$ cat config.mk
export PLATFORM = sky130hd
export DESIGN_NAME = txen_irq_boot_control_regs
export DESIGN_NICKNAME = d
export VERILOG_FILES = /design/src/logic/boot_load_sequencer.v /design/src/logic/txen_irq_boot_control_regs.v
export VERILOG_INCLUDE_DIRS = /design/src /design/src/logic
export SDC_FILE = /design/constraint.sdc
export NUM_CORES = 1
export LEC_CHECK = 0
export ABC_AREA = 1
export BUFFER_PORTS_ARGS = -buffer_cell sky130_fd_sc_hd__buf_2
export CAP_MARGIN = 20
export CORE_AREA = 4 4 69 71
export DETAILED_ROUTE_END_ITERATION = 6
export DIE_AREA = 0 0 73 75
export PLACE_DENSITY_LB_ADDON = 0.08
export SYNTH_ARGS = -nofsm -noshare
export SYNTH_HDL_FRONTEND = slang
export SYNTH_SLANG_ARGS = --single-unit
$ cat constraint.sdc
create_clock -name clk -period 3 [get_ports clk]
set_input_delay 0.6 -clock clk [delete_from_list [all_inputs] [get_ports clk]]
set_output_delay 0.6 -clock clk [all_outputs]
set_load 0.02 [all_outputs]
$ cat src/logic/txen_ctrl_defines.vh
`ifndef TXEN_CTRL_DEFINES_VH
`define TXEN_CTRL_DEFINES_VH

// register offsets on the serial control port
`define ADDR_TX_GATE_SM        12'h58D
`define ADDR_BLANKING_CONTROL  12'h596
`define ADDR_IRQ_ENABLE_LOW    12'h597
`define ADDR_IRQ_ENABLE_HIGH   12'h598
`define ADDR_FLUSH_CONTROL     12'h599
`define ADDR_BOOT_LOADER       12'h705
`define ADDR_SYNTH_PD0         12'h790

// field positions
`define BIT_FSM_ENABLE         0
`define BIT_SOFT_OVERRIDE      2
`define BIT_SOFT_VALUE         3
`define BIT_FLUSH_ENABLE       0
`define BIT_IRQ_ENABLE_HIGH    0
`define BIT_BOOT_START         0
`define BIT_BOOT_DONE          1
`define BIT_SYNTH_PD_BYPASS    7

// reset values
`define RST_FSM_ENABLE         1'h0
`define RST_SOFT_OVERRIDE      1'h0
`define RST_SOFT_VALUE         1'h0
`define RST_FLUSH_ENABLE       1'h1
`define RST_IRQ_ENABLES        9'h000
`define RST_SYNTH_PD0          8'h02

// interrupt enable bit assignment
`define IRQ_LANE_FIFO          0
`define IRQ_UNEXPECTED_CTRL    1
`define IRQ_NOT_IN_TABLE       2
`define IRQ_BAD_DISPARITY      3
`define IRQ_DESKEW             4
`define IRQ_INIT_LANE_SYNC     5
`define IRQ_GOOD_CHECKSUM      6
`define IRQ_FRAME_SYNC         7
`define IRQ_CODE_GROUP_SYNC    8
`define IRQ_COUNT              9

`endif

$ cat src/logic/boot_load_sequencer.v
`timescale 1ns/1ns
`default_nettype none

module boot_load_sequencer (
   input wire clk,            // system clock
   input wire rst_n,          // async reset, active low
   input wire startWrite,     // host wrote 1 to the start bit
   input wire loadOk,         // loader finished successfully, pulse
   input wire loadFail,       // loader aborted, pulse
   output reg bootLoadStart,  // start bit, also the loader run level
   output reg bootLoadDone    // success flag, read only to the host
);

   wire loadEnd;

   assign loadEnd = loadOk | loadFail;

   // start bit self clears at the end; a new start in that cycle wins
   always @(posedge clk or negedge rst_n) begin
      if (!rst_n) begin
         bootLoadStart <= 1'b0;
      end else if (startWrite) begin
         bootLoadStart <= 1'b1;
      end else if (loadEnd && bootLoadStart) begin
         bootLoadStart <= 1'b0;
      end
   end

   // done flag only on success; a fresh start wipes the old result, but a success in that cycle wins
   always @(posedge clk or negedge rst_n) begin
      if (!rst_n) begin
         bootLoadDone <= 1'b0;
      end else if (loadOk && bootLoadStart) begin
         bootLoadDone <= 1'b1;
      end else if (startWrite || (loadFail && bootLoadStart)) begin
         bootLoadDone <= 1'b0;
      end
   end

endmodule

`default_nettype wire

$ cat src/logic/txen_irq_boot_control_regs.v
// Behaviour
// - transmit-gate state machine runs only while its paged enable bit is 1.
// - paged controls are written to, and read from, the selected converter.
// - override bit set takes transmit-gate control from serial port, not pin.
// - under override, the soft value bit is the converter's gate status.
// - nine link interrupt enables, 7:0 low register, 8 high; gate sources.
// - enable bits 0..3: FIFO, unexpected control, not-in-table, disparity.
// - enable bits 4..8: deskew, lane sync, checksum, frame sync, code group.
// - flush enable is paged, resets to 1, drives datapath flush.
// - host writes 1 to start loader; bit self clears on success or fail.
// - read-only done flag set only on successful load.
`timescale 1ns/1ns
`default_nettype none
`include "txen_ctrl_defines.vh"

module txen_irq_boot_control_regs #(
   parameter NUM_CONV = 2 // number of main converters
) (
   input wire clk,                          // 20 MHz register clock
   input wire rst_n,                        // async reset, active low
   input wire [11:0] regAddr,               // register address
   input wire [7:0] regWrData,              // write data
   input wire regWrite,                     // write strobe, one cycle
   input wire regRead,                      // read strobe, one cycle
   output reg [7:0] regRdData,              // read data, held until next read
   input wire [NUM_CONV-1:0] main_converter_page_select, // page mask
   input wire [NUM_CONV-1:0] tx_gate_pin,   // transmit-gate pins, async
   output wire [NUM_CONV-1:0] tx_gate_fsm_enable, // state machine run
   output wire [NUM_CONV-1:0] txGateStatus, // effective gate status
   output wire [NUM_CONV-1:0] flushEnable,  // datapath flush enable
   input wire [`IRQ_COUNT-1:0] linkIrqSource, // link protection events
   output wire [`IRQ_COUNT-1:0] linkIrqGated, // enabled events only
   output reg [`IRQ_COUNT-1:0] link_protect_irq_enables, // enable bits
   input wire loadOk,                       // boot loader success pulse
   input wire loadFail,                     // boot loader failure pulse
   output wire boot_load_start,             // loader run level
   output wire boot_load_done,              // loader success flag
   output reg [7:0] synthPowerdown          // synth power-down bits
);

   // paged storage, one bit per converter
   reg [NUM_CONV-1:0] fsmEnable;
   reg [NUM_CONV-1:0] soft_tx_gate_override;
   reg [NUM_CONV-1:0] soft_tx_gate_value;
   reg [NUM_CONV-1:0] flushBit;
   reg [NUM_CONV-1:0] pinMeta;
   reg [NUM_CONV-1:0] pinSync;
   reg [7:0] next_rdData;
   wire wrGateSm;
   wire wrBlanking;
   wire wrFlush;
   wire wrIrqLow;
   wire wrIrqHigh;
   wire wrSynth;
   wire bootStartWrite;
   integer readIdx;
   integer k;

   // address decode for writes
   assign wrGateSm = regWrite && (regAddr == `ADDR_TX_GATE_SM);
   assign wrBlanking = regWrite && (regAddr == `ADDR_BLANKING_CONTROL);
   assign wrFlush = regWrite && (regAddr == `ADDR_FLUSH_CONTROL);
   assign wrIrqLow = regWrite && (regAddr == `ADDR_IRQ_ENABLE_LOW);
   assign wrIrqHigh = regWrite && (regAddr == `ADDR_IRQ_ENABLE_HIGH);
   assign wrSynth = regWrite && (regAddr == `ADDR_SYNTH_PD0);
   assign bootStartWrite = regWrite && (regAddr == `ADDR_BOOT_LOADER) &&
                           regWrData[`BIT_BOOT_START];

   // pins are asynchronous, so two flops before any use
   always @(posedge clk or negedge rst_n) begin
      if (!rst_n) begin
         pinMeta <= {NUM_CONV{1'b0}};
         pinSync <= {NUM_CONV{1'b0}};
      end else begin
         pinMeta <= tx_gate_pin;
         pinSync <= pinMeta;
      end
   end

   // one copy of every paged control per converter
   genvar g;
   generate
      for (g = 0; g < NUM_CONV; g = g + 1) begin : conv
         always @(posedge clk or negedge rst_n) begin
            if (!rst_n) begin
               fsmEnable[g] <= `RST_FSM_ENABLE;
               soft_tx_gate_override[g] <= `RST_SOFT_OVERRIDE;
               soft_tx_gate_value[g] <= `RST_SOFT_VALUE;
               flushBit[g] <= `RST_FLUSH_ENABLE;
            end else if (main_converter_page_select[g]) begin
               if (wrGateSm) begin
                  fsmEnable[g] <= regWrData[`BIT_FSM_ENABLE];
               end
               if (wrBlanking) begin
                  soft_tx_gate_override[g] <=
                     regWrData[`BIT_SOFT_OVERRIDE];
                  soft_tx_gate_value[g] <= regWrData[`BIT_SOFT_VALUE];
               end
               if (wrFlush) begin
                  flushBit[g] <= regWrData[`BIT_FLUSH_ENABLE];
               end
            end
         end

         // override picks the soft value, else the pin decides
         assign txGateStatus[g] = soft_tx_gate_override[g] ?
            soft_tx_gate_value[g] : pinSync[g];
      end
   endgenerate

   assign tx_gate_fsm_enable = fsmEnable;
   assign flushEnable = flushBit;

   // unpaged interrupt enables, one set shared by all converters;
   // the high register holds a single live bit
   always @(posedge clk or negedge rst_n) begin
      if (!rst_n) begin
         link_protect_irq_enables <= `RST_IRQ_ENABLES;
      end else begin
         if (wrIrqLow) begin
            link_protect_irq_enables[7:0] <= regWrData;
         end
         if (wrIrqHigh) begin
            // upper reserved bits are dropped on purpose
            link_protect_irq_enables[8] <=
               regWrData[`BIT_IRQ_ENABLE_HIGH];
         end
      end
   end

   // synth power-down is plain storage; the host alone decides
   // when the bypass bit is set
   always @(posedge clk or negedge rst_n) begin
      if (!rst_n) begin
         synthPowerdown <= `RST_SYNTH_PD0;
      end else if (wrSynth) begin
         synthPowerdown <= regWrData;
      end
   end

   // one gate per source; a cleared enable blocks only its own
   // source and leaves the other eight untouched
   genvar s;
   generate
      for (s = 0; s < `IRQ_COUNT; s = s + 1) begin : irqGate
         assign linkIrqGated[s] = linkIrqSource[s] &
            link_protect_irq_enables[s];
      end
   endgenerate

   boot_load_sequencer u_boot (
      .clk(clk),
      .rst_n(rst_n),
      .startWrite(bootStartWrite),
      .loadOk(loadOk),
      .loadFail(loadFail),
      .bootLoadStart(boot_load_start),
      .bootLoadDone(boot_load_done)
   );

   // reads show the lowest-numbered selected converter, so a
   // multi-page mask still gives one defined answer; with no page
   // selected the first converter answers
   always @* begin
      readIdx = 0;
      for (k = NUM_CONV - 1; k >= 0; k = k - 1) begin
         if (main_converter_page_select[k]) begin
            readIdx = k;
         end
      end
   end

   // read mux; reserved and unmapped bits stay zero
   always @* begin
      next_rdData = 8'h00;
      case (regAddr)
         `ADDR_TX_GATE_SM: begin
            next_rdData[`BIT_FSM_ENABLE] = fsmEnable[readIdx];
         end
         `ADDR_BLANKING_CONTROL: begin
            next_rdData[`BIT_SOFT_OVERRIDE] =
               soft_tx_gate_override[readIdx];
            next_rdData[`BIT_SOFT_VALUE] = soft_tx_gate_value[readIdx];
         end
         `ADDR_IRQ_ENABLE_LOW: begin
            next_rdData = link_protect_irq_enables[7:0];
         end
         `ADDR_IRQ_ENABLE_HIGH: begin
            next_rdData[`BIT_IRQ_ENABLE_HIGH] = link_protect_irq_enables[8];
         end
         `ADDR_FLUSH_CONTROL: begin
            next_rdData[`BIT_FLUSH_ENABLE] = flushBit[readIdx];
         end
         `ADDR_BOOT_LOADER: begin
            next_rdData[`BIT_BOOT_START] = boot_load_start;
            next_rdData[`BIT_BOOT_DONE] = boot_load_done;
         end
         `ADDR_SYNTH_PD0: begin
            next_rdData = synthPowerdown;
         end
         default: begin
            next_rdData = 8'h00;
         end
      endcase
   end

   // read data is captured on the strobe and held, so status that
   // moves later cannot tear a read already taken
   always @(posedge clk or negedge rst_n) begin
      if (!rst_n) begin
         regRdData <= 8'h00;
      end else if (regRead) begin
         regRdData <= next_rdData;
      end
   end

endmodule

`default_nettype wire

# After elaboration in Yosys (flattened, before gate mapping)
# Index checks and enable logic that the tools add are counted.
[totals] regBits=39 in_bits=39 output_inout_bits=42 elab_cells=78
[op_classes] magnitude_cmp=1 n_eq_ne=7 muxes=24 bitwise_logic=10 reduce_logical=20
[op_table] cell="$eq A12 B11 Y1 const B" n=7
[op_table] cell="$lt A32 B3 Y1 const B" n=1
[op_table] cell="$mux W32" n=1
[op_table] cell="$mux W1" n=19
[op_table] cell="$reduce_and A2 Y1" n=6
[op_table] cell="$logic_and A1 B1 Y1" n=11
[op_table] cell="$and A1 B1 Y1" n=9
[op_table] cell="$pmux W4 S2" n=1
[op_table] cell="$pmux W1 S6" n=1
[op_table] cell="$pmux W2 S3" n=1
[op_table] cell="$reduce_bool A2 Y1" n=2
[op_table] cell="$pmux W1 S3" n=1
[op_table] cell="$logic_or A1 B1 Y1" n=1
[op_table] cell="$or A1 B1 Y1" n=1

# Logic depth before layout (Yosys ltp)
# Gate-level depths: netlist of the first run.
[logic_depth] depth_word=6 ltp_mapped=10 mapped_depth_nobuf=10

# Cells and area by module
# Synthesis of the first run repeated with hierarchy kept, for this count alone.
[unflattened] hier_cells=262 hier_area_um2=2034.5
[by_module_without_submodules] mod="txen_irq_boot_control_regs" n_inst=1 cells_each=252 area_per_inst_um2=1953.1 seq_area_each_um2=929.6
[by_module_without_submodules] mod="boot_load_sequencer" n_inst=1 cells_each=10 area_per_inst_um2=81.3 seq_area_each_um2=50.0

# Worst setup path after synthesis of the first run
# Ideal clock, no wire load.
[synth_path] kind="in2reg" from="input port regAddr[10]" to="register link_protect_irq_enables[3]" setup_ns=0.119 arrival_ns=1.399 required_ns=2.881 slack_ns=1.483 path_stages=8 n_path_buf=1 path_cell_list="inv_1 -> nor2_1 -> nand2_1 -> inv_2 -> nand3_4 -> buf_6 -> nand2_1 -> o21ai_2"
[synth_between] elab_chain_cells=2
[synth_rtl] element="from (decl)" line_no="txen_irq_boot_control_regs.v:21" rtl="input wire [11:0] regAddr,"
[synth_rtl] element="$eq A12 B11 Y1"
[synth_rtl] element="$logic_and A1 B1 Y1" line_no="txen_irq_boot_control_regs.v:63" rtl="assign wrIrqLow = regWrite && (regAddr == `ADDR_IRQ_ENABLE_LOW);"
[synth_rtl] element="to (signal assigned)" line_no="txen_irq_boot_control_regs.v:118" rtl="link_protect_irq_enables <= `RST_IRQ_ENABLES;"
[synth_rtl] element="to (signal assigned)" line_no="txen_irq_boot_control_regs.v:121" rtl="link_protect_irq_enables[7:0] <= regWrData;"
[synth_rtl] element="to (decl)" line_no="txen_irq_boot_control_regs.v:33" rtl="output reg [`IRQ_COUNT-1:0] link_protect_irq_enables,"
# Every way passes these cells.
# A chain may end at the register's enable or synchronous reset.

# Worst setup path in the final report of the first run
[layout_path] from="register soft_tx_gate_override[0]" to="output port txGateStatus[0]"
[layout_between] elab_chain_cells=1
[layout_rtl] element="from (decl)" line_no="txen_irq_boot_control_regs.v:43" rtl="reg [NUM_CONV-1:0] soft_tx_gate_override;"
[layout_rtl] element="from (signal, indexed assignment)" line_no="txen_irq_boot_control_regs.v:87" rtl="soft_tx_gate_override[g] <= `RST_SOFT_OVERRIDE;"
[layout_rtl] element="from (signal, indexed assignment)" line_no="txen_irq_boot_control_regs.v:95" rtl="soft_tx_gate_override[g] <="
[layout_rtl] element="$mux W1" line_no="txen_irq_boot_control_regs.v:106" rtl="assign txGateStatus[g] = soft_tx_gate_override[g] ?"
[layout_rtl] element="to (decl)" line_no="txen_irq_boot_control_regs.v:29" rtl="output wire [NUM_CONV-1:0] txGateStatus,"
# Every way passes these cells.

==> metrics.yaml, run 1 <==
outcome:
  status: "completed"
die:
  rows: 24
  pin_count: 81
  start_util_pct: 48.3
  die_x_um: 73
  die_height_um: 75
  core_mm2: 0.00423
  die_area_mm2: 0.00548
timing:
  setup_viol: 0
  fmax_ghz: 0.568
  slew_headroom_pct: 41.3
  hold_viol_final: 0
  fin_hold_ws_ps: 354
  fin_crit_sh_pct: 58.7
  slew_viol_final: 0
  clock_skew_ps: 3.71
  period_minus_slack_ps: 1760
  timing.setup.tns_ps: 0
  worstMarginPinSlew_ps: 881
  rsz0062_at_grt: "false"
  worst_slack_ps: 1240
yosys:
  ys.flop_type: "dfrtp_1"
  synth_top_area_share_pct: 44.1
  synth_edf_count: 0
  synth_nets: 297
  yosysSeqAreaShare_pct: 47.9
  ys_top_cells_by_count: "nand2_1, dfrtp_1, inv_1, nor2_1, nand3_1"
  yosysWarnings: 0
  post-synth-top-count-cell: "nand2_1"
  synth.distinct_cells: 29
  synthTopCellsByArea: "dfrtp_1, nand2_1, inv_1, nand3_1, dfstp_2"
  syn_avg_cell_area_um2: 7.92
  ys_seq_elements: 39
  synthCells: 258
  async_flop_share_pct: 100
  netlist_area_mm2: 0.00204
  synth_top_cell_by_area: "dfrtp_1"
worst_hold_path:
  hold_path_class: "flop to flop"
  whs_path_depth: 0
clocking:
  post-cts-setup-buffers: 0
  clock_latency_ps: 290
  max-clock-path-buffers: 2
  cts_buffers: 5
  clockRootBuffer: "clkbuf_8"
  cts_resized: 0
  numClockSinks: 39
  path_clk_slew_ps: 70
  cts_tree: "yes"
  h-tree-depth: 2
  holdBufCountCts: 0
pwr:
  netSwitchingFraction_pct: 25.1
  irDropWorstVdd_mv: 0.273
  p_total_w: 0.000974
  seqPwrFrac_pct: 55.0
  comb_power_share_pct: 10.0
  p_per_area_mw_per_mm2: 380
  intPower_w: 0.000730
  clkPwrFrac_pct: 35.0
  p_leak_nw: 1.49
  p_sw_w: 0.000245
layout:
  drive_gt1_share_pct: 32.9
  area_growth_pct: 25.5
  stdcell_area_mm2: 0.00256
  nNetsFinal: 381
  antenna_cells: 0
placed_design:
  place.gp.congestion: 0.848
  dp_slack_ps: 1180
  dpl.hpwl_um: 3780
  place_area_mm2: 0.00248
  port_buffers: 80
routing:
  drt_iter0_markers: 104
  vias: 1895
  drc_errors: 0
  firstDrtPassIters: 4
  via_per_inst: 4.80
  antenna_left: 0
  wl_um: 4860
  wl_per_cell_um: 12.3
worst_setup_path:
  cp.depth: 2
  end_kind: "output port"
  cp_num_buf_inv: 1
  crit_path_max_fanout: 3
  critPathSlowestCell: "dfrtp_1"
  cp_cell_sequence: "mux2_2, buf_2"
  cp_top_family: "flip-flops"
  crit_arrival_ps: 1160
  critPathKind: "flop to output port"
  worst_setup_path_start_kind: "flop"
  max_stage_delay_ps: 380
  worst_ep_required_time_ps: 2400
  reg2reg_depth: 6
global_route:
  grt_usage_pct: 18.4
  grt_pass1_wl_um: 7690
  overflow: 0
  first_global_vias: 1706
  grt_max_degree: 40
  antenna_found_initial: 0
flow_run:
  maxCapViolCount: 0
[placed cells by master, fill, tap and decap left out, drive strengths merged, types with 3 or more instances in the layout]
master  synthesis  layout
nand3          22      22
dfrtp          36      36
dfstp           3       3
buf             2      80
inv            39      39
clkbuf          1       7
o22ai           3       3
a21oi           4       4
o21ai          20      20
nand2          87      87
nor2           28      28
o21a            5       5
[power by group through the flow]
stage	logic [W]	clock network, W	registers [W]
after floorplan	0.0000376	0	0.000551
after global placement	0.0000974	0	0.000546
after detailed placement	0.0000989	0	0.000546
after CTS	0.0000995	0.000355	0.000536
after global routing	0.000110	0.000375	0.000537
final	0.0000975	0.000341	0.000536
[kinds of logic (layout without fill, tap and decap cells)]
family / count (synthesis) / count (layout) / synth area share (%)
and+or+nand+nor: 143 / 143 / 32.7
buffers and inverters: 42 / 127 / 8.45
DFF: 39 / 39 / 47.9
AOI/OAI and AO/OA: 33 / 33 / 10.4
muxes: 1 / 1 / 0.551
[worst paths after layout]
check                                    startpoint                       end  slack (ps)
setup / recovery           soft_tx_gate_override[0]           txGateStatus[0]        1240
hold / removal                           pinMeta[1]                pinSync[1]         350
setup reg to reg                     flushEnable[0]              regRdData[0]        1940
hold reg to reg                          pinMeta[1]                pinSync[1]         350
max in group asynchronous                     rst_n  soft_tx_gate_override[0]        2020
min in group asynchronous                     rst_n      u_boot.bootLoadStart         410
[layout make-up]
| type | count | area (um2) |
|---|---|---|
| fill | 405 | 1670 |
| inverter | 39 | 146 |
| tap | 52 | 65.1 |
| timing repair buffer | 80 | 400 |
| multi-input combinational | 177 | 892 |
| clock inverter | 1 | 5.00 |
| clock buffer | 7 | 76.3 |
| sequential | 39 | 980 |
[state kept, by name (all words and copies together), names as in the netlist]
name and flops:
u_boot.bootLoadStart 1, soft_tx_gate_override 2, link_protect_irq_enables 9, synthPowerdown 8, flushEnable 2, regRdData 8
soft_tx_gate_value 2, u_boot.bootLoadDone 1, tx_gate_fsm_enable 2, pinMeta 2, pinSync 2
[stage by stage]
stage	util [%]	std cells
2_1_floorplan	-	258
3_3_place_gp	58.7	387
3_5_place_dp	58.7	387
4_1_cts	60.6	395
5_1_grt	60.6	395
6_report	60.6	395
[routing by layer]
metal	part of all wire, %	vias to the layer above	track usage, %	routed length, um
met4	1.3	0	6.15	61
met5	0	-	0	0
met3	8.6	6	5.07	420
li1	-	974	-	-
met1	46	851	24.6	2240
met2	44	64	29.0	2140
Power figures use the tool's default switching activity.
==> run 2: changes to the inputs <==
--- a/config.mk
+++ b/config.mk
@@ -9,9 +9,9 @@
 export ABC_AREA = 1
 export BUFFER_PORTS_ARGS = -buffer_cell sky130_fd_sc_hd__buf_2
 export CAP_MARGIN = 20
-export CORE_AREA = 4 4 69 71
+export CORE_AREA = 4 4 74 76
 export DETAILED_ROUTE_END_ITERATION = 6
-export DIE_AREA = 0 0 73 75
+export DIE_AREA = 0 0 78 80
 export PLACE_DENSITY_LB_ADDON = 0.08
 export SYNTH_ARGS = -nofsm -noshare
 export SYNTH_HDL_FRONTEND = slang
==> constraint.sdc (replaced) <==
create_clock -name clk -period 1.55 [get_ports clk]
set_input_delay 0.31 -clock clk [delete_from_list [all_inputs] [get_ports clk]]
set_output_delay 0.31 -clock clk [all_outputs]
set_load 0.02 [all_outputs]
==> run 2 against run 1 <==
Compared with the run above:
- cell count increased by 4.8%
- critical endpoint unchanged
- power increased by 120%
- largest power group unchanged
- critical path type unchanged
- critical path depth unchanged
- clock skew increased by 3.3 ps
- first-iteration DRC count decreased by 31%
- clock-buffer cell count decreased by 1
- wire length increased by 3.1%
- combinational power increased by 100%
==> metrics.yaml, run 2 (synthesis results as in run 1) <==
layout:
  top_register: "link_protect_irq_enables"
  mostFrequentLayoutCells: "nand2_1, buf_2, inv_1, dfrtp_1, nor2_1"
  largest_reg_flops: 9
  multi_input_area_um2: 892
  drive_gt1_share_pct: 34.0
  layout_commonest_cell: "nand2_1"
  n_fill_cell: 455
  area_growth_pct: 30.4
  seq_area_um2: 980
  fin_util_pct: 56.4
  antenna_cells: 0
  nNetsFinal: 385
  reg_top3: "link_protect_irq_enables x9, regRdData x8, synthPowerdown x8"
clocking:
  cts_resized: 0
  clock_latency_ps: 290
  numClockSinks: 39
  clockRootBuffer: "clkbuf_8"
  h-tree-depth: 2
  cts_buffers: 5
  cts_tree: "yes"
  path_clk_slew_ps: 70
  max-clock-path-buffers: 2
worst_setup_path:
  crit_path_max_fanout: 3
  crit_end: "txGateStatus[0]"
  crit_arrival_ps: 1160
  reg2reg_depth: 6
  end_kind: "output port"
  worst_setup_path_start_kind: "flop"
  critPathKind: "flop to output port"
  r2r-start: "flushEnable[0]"
  worstSetupStartpoint: "soft_tx_gate_override[0]"
  worst_r2r_endpoint: "regRdData[0]"
  worst_ep_required_time_ps: 1240
  regToRegSetupSlack_ps: 470
global_route:
  first_global_vias: 1827
  antenna_found_initial: 0
  grt_max_degree: 25
  grt_pass1_wl_um: 8520
  grt_usage_pct: 17.4
  overflow: 0
pwr:
  p_leak_nw: 1.54
  comb_power_share_pct: 9.4
  clkPwrFrac_pct: 41.4
  netSwitchingFraction_pct: 22.9
  irDropWorstVdd_mv: 0.567
  intPower_w: 0.00162
  p_sw_w: 0.000484
  seqPwrFrac_pct: 49.2
  p_per_area_mw_per_mm2: 791
routing:
  firstDrtPassIters: 4
  drc_errors: 0
  drt_iter0_markers: 72
  wl_um: 5010
  vias: 1867
  wl_per_cell_um: 12.1
  via_per_inst: 4.51
  antenna_left: 0
timing:
  hold_viol_final: 0
  period_minus_slack_ps: 1470
  timing.setup.tns_ps: 0
  fin_crit_sh_pct: 94.5
  slew_headroom_pct: 73.7
  slew_viol_final: 0
  worstMarginPinSlew_ps: 395
  fmax_ghz: 0.682
  setup_viol: 0
  rsz0062_at_grt: "false"
  clock_skew_ps: 7.00
outcome:
  status: "completed"
die:
  start_util_pct: 43.3
  die_height_um: 80
  die_area_mm2: 0.00624
  core_mm2: 0.00472
  die_x_um: 78
  pin_count: 81
  rows: 25
placed_design:
  place.gp.congestion: 0.833
  port_buffers: 80
  dpl.hpwl_um: 4020
worst_hold_path:
  hold_path_class: "input pin to flop"
flow_run:
  maxCapViolCount: 0
## run 2: cell types whose count changed in the layout (fill, tap and decap cells not counted)
| cell | previous run | this run |
|---|---|---|
| buf_4 | 0 | 2 |
| clkbuf_1 | 2 | 0 |
| buf_12 | 0 | 1 |
| bufinv_16 | 0 | 1 |
| clkbuf_8 | 5 | 6 |
| dlygate4sd3_1 | 0 | 1 |
## run 2: what timing repair did
action | CTS | global route
hold buffers | 1 | 0
endpoints found under the hold margin | 13 | 0
setup buffers | 0 | 0
## run 2: stage by stage
stage               cell area, um2  std cells  worst slack (ps)  hold slack (ps)  total power, W
floorplan                     2040        258               323             14.4         0.00114
global placement              2540        405              84.4              269         0.00126
detailed placement            2540        405              52.9              259         0.00126
CTS                           2670        414              70.1              118         0.00214
global route                  2670        414              36.2              104         0.00221
finish                        2670        414              84.6              130         0.00211
## run 2: cell type report
class	instances	area share, %
flip-flops and latches	39	36.8
multi-input cells	177	33.5
repair buffers	84	16.7
inverters	39	5.49
well taps	67	3.15
clock buffers	6	3.10
clock inverters	2	1.31
## run 2: worst max-delay path, cell delays in order (launching register included)
cell     delay (ps)
dfrtp_1         380
mux2_2          340
buf_2           160
## run 2: metal layers
metal / wire [um] / part of all wire (%) / vias to the layer above / track usage, %
met5: 0 / 0 / - / 0
met4: 60 / 1.2 / 0 / 5.24
met3: 343 / 6.8 / 5 / 4.97
met2: 2280 / 46 / 55 / 27.8
met1: 2330 / 46 / 820 / 22.9
li1: - / - / 987 / -
## run 2: power by group through the flow
stage               registers, W  clock network [W]   logic, W
floorplan                0.00107                  0  0.0000727
global placement         0.00106                  0   0.000198
detailed placement       0.00106                  0   0.000199
CTS                      0.00104           0.000903   0.000202
global route             0.00104           0.000952   0.000222
finish                   0.00104           0.000873   0.000198
## run 2: worst min path at each step
stage                         from                           to  depth (start not counted)
global placement             rst_n         u_boot.bootLoadStart                          1
global route        tx_gate_pin[1]                   pinMeta[1]                          1
finish              tx_gate_pin[1]                   pinMeta[1]                          1
CTS                 tx_gate_pin[1]                   pinMeta[1]                          1
detailed placement           rst_n         u_boot.bootLoadStart                          1
floorplan                    rst_n  link_protect_irq_enables[0]                          0
==> run 3: changes to the inputs <==
--- a/config.mk
+++ b/config.mk
@@ -9,10 +9,11 @@
 export ABC_AREA = 1
 export BUFFER_PORTS_ARGS = -buffer_cell sky130_fd_sc_hd__buf_2
 export CAP_MARGIN = 20
-export CORE_AREA = 4 4 74 76
+export CORE_AREA = 2 2 72 74
 export DETAILED_ROUTE_END_ITERATION = 6
-export DIE_AREA = 0 0 78 80
+export DIE_AREA = 0 0 74 76
 export PLACE_DENSITY_LB_ADDON = 0.08
+export REMOVE_ABC_BUFFERS = 1
 export SYNTH_ARGS = -nofsm -noshare
 export SYNTH_HDL_FRONTEND = slang
 export SYNTH_SLANG_ARGS = --single-unit
==> constraint.sdc (replaced) <==
create_clock -name clk -period 1.2 [get_ports clk]
set_input_delay 0.24 -clock clk [delete_from_list [all_inputs] [get_ports clk]]
set_output_delay 0.24 -clock clk [all_outputs]
set_load 0.02 [all_outputs]
==> run 3 against run 2 <==
Compared with the run above:
- the flow now finishes with violations (setup timing)
- sequential cell count did not move
- clock skew shrank 1.7 ps
- worst setup slack got worse by 250 ps
- via count rose by 7.7%
- critical path type unchanged
- non-clock buffer count rose by 30
- largest cell class unchanged
- critical path depth unchanged
- die area shrank 9.9%
- worst hold slack got worse by 73 ps
- clock-buffer cell count is 1 higher
==> metrics.yaml, run 3 (synthesis results as in run 1) <==
clocking:
  cts_tree: "yes"
  path_clk_slew_ps: 70
  cts_buffers: 5
  clockRootBuffer: "clkbuf_8"
  h-tree-depth: 2
  max-clock-path-buffers: 2
  numClockSinks: 39
  clock_latency_ps: 280
timing:
  slew_viol_final: 0
  period_minus_slack_ps: 1360
  rsz0062_at_grt: "true"
  worst_slack_ps: -164
  slew_headroom_pct: 82.7
  setup_viol: 2
  fin_crit_sh_pct: 114
  clock_skew_ps: 5.27
  worstMarginPinSlew_ps: 260
  hold_viol_final: 0
  fmax_ghz: 0.733
pwr:
  p_total_w: 0.00261
  p_per_area_mw_per_mm2: 876
  p_leak_nw: 1.69
  irDropWorstVdd_mv: 0.429
worst_setup_path:
  worst_ep_required_time_ps: 960
  r2r-start: "flushEnable[1]"
  worst_setup_path_start_kind: "flop"
  critPathKind: "flop to output port"
  crit_path_max_fanout: 2
  end_kind: "output port"
  regToRegSetupSlack_ps: 50
  crit_arrival_ps: 1120
  worstSetupStartpoint: "soft_tx_gate_override[0]"
  reg2reg_depth: 7
die:
  start_util_pct: 41.6
  die_height_um: 76
  die_area_mm2: 0.00562
  core_mm2: 0.00491
  rows: 26
  die_x_um: 74
  pin_count: 81
layout:
  seq_area_um2: 980
  n_fill_cell: 461
  antenna_cells: 0
  largest_reg_flops: 9
  mostFrequentLayoutCells: "nand2_1, buf_2, dfrtp_1"
  multi_input_area_um2: 913
  area_growth_pct: 45.8
  reg_top3: "link_protect_irq_enables x9, regRdData x8, synthPowerdown x8"
  nNetsFinal: 415
  drive_gt1_share_pct: 41.6
  layout_commonest_cell: "nand2_1"
  top_register: "link_protect_irq_enables"
  fin_cells: 447
routing:
  wl_um: 4970
  antenna_left: 0
  firstDrtPassIters: 4
  drt_iter0_markers: 71
  vias: 2011
  wl_per_cell_um: 11.1
  via_per_inst: 4.50
  drc_errors: 0
global_route:
  antenna_found_initial: 0
  first_global_vias: 1867
  grt_usage_pct: 18.8
  use_met2_pct: 29.6
  overflow: 0
  grtUsageMet3_pct: 4.23
  grt_pass1_wl_um: 8380
  grt_max_degree: 23
  grt.met1_usage_pct: 26.1
  grt.busiest_layer: "met2"
placed_design:
  place.gp.congestion: 0.798
  dp_cells: 425
  port_buffers: 80
  dpl.hpwl_um: 3870
worst_hold_path:
  whs_path_depth: 1
  min_from: "tx_gate_pin[1]"
  hold_path_class: "input pin to flop"
flow_run:
  maxCapViolCount: 0
outcome:
  status: "complete, but fails checks"
  violations: "setup timing"
-- run 3: changes by cell type in the layout (fill, tap and decap cells not counted), moves of 2 or more --
cell / delta
nand2_1: -4
inv_1: -3
buf_4: +29
o21ai_1: +2
o21ai_0: -2
buf_6: +13
nand2_2: +4
inv_2: +3
buf_2: -12
-- run 3: stage by stage --
stage	TNS [ps]	cell area [um2]	setup slack (ps)	hold slack, ps	utilization, %
2_1_floorplan	0	2020	38.6	-55.6	-
3_3_place_gp	-3690	2670	-156	127	54.3
3_5_place_dp	-4100	2670	-179	124	54.3
4_1_cts	-235	2870	-179	45.5	58.3
5_1_grt	-522	2980	-202	42.1	60.7
6_report	-199	2980	-164	57.1	60.7
-- run 3: worst paths after layout --
kind,end
hold / removal,pinMeta[1]
setup reg to reg,regRdData[0]
min in group asynchronous,pinMeta[0]
max in group asynchronous,flushEnable[0]
setup / recovery,txGateStatus[0]
hold reg to reg,pinSync[1]
-- run 3: layout make-up --
type	count	share of cell area [%]
flip-flops and latches	39	32.9
repair buffers	114	25.1
inverters	39	4.91
well taps	70	2.94
clock inverters	1	0.252
multi-input cells	177	30.6
clock buffers	7	3.23
-- run 3: per-layer routing --
| metal | part of all wire (%) | vias up | routed length, um |
|---|---|---|---|
| met5 | 0 | - | 0 |
| met4 | 1.1 | 0 | 56 |
| met3 | 5.9 | 6 | 291 |
| met2 | 46 | 60 | 2270 |
| met1 | 47 | 895 | 2360 |
| li1 | - | 1050 | - |
-- run 3: critical path, stage by stage (launching register included) --
cell,delay (ps)
dfrtp_1,400
mux2_4,310
buf_6,130
-- run 3: what timing repair did --
action / 4_1_cts / 5_1_grt
setup endpoints to repair: 7 / 16
pin swaps: 1 / 12
setup buffers: 7 / 6
resized for setup: 12 / 25
hold buffers: 1 / 0
hold endpoints to repair: 8 / 0
-- run 3: power breakdown --
part	leakage [nW]	switching [W]	internal, W	total [W]
registers	0.490	0.00000836	0.00133	0.00134
logic	1.15	0.000171	0.000127	0.000298
clock network	0.0505	0.000449	0.000523	0.000972
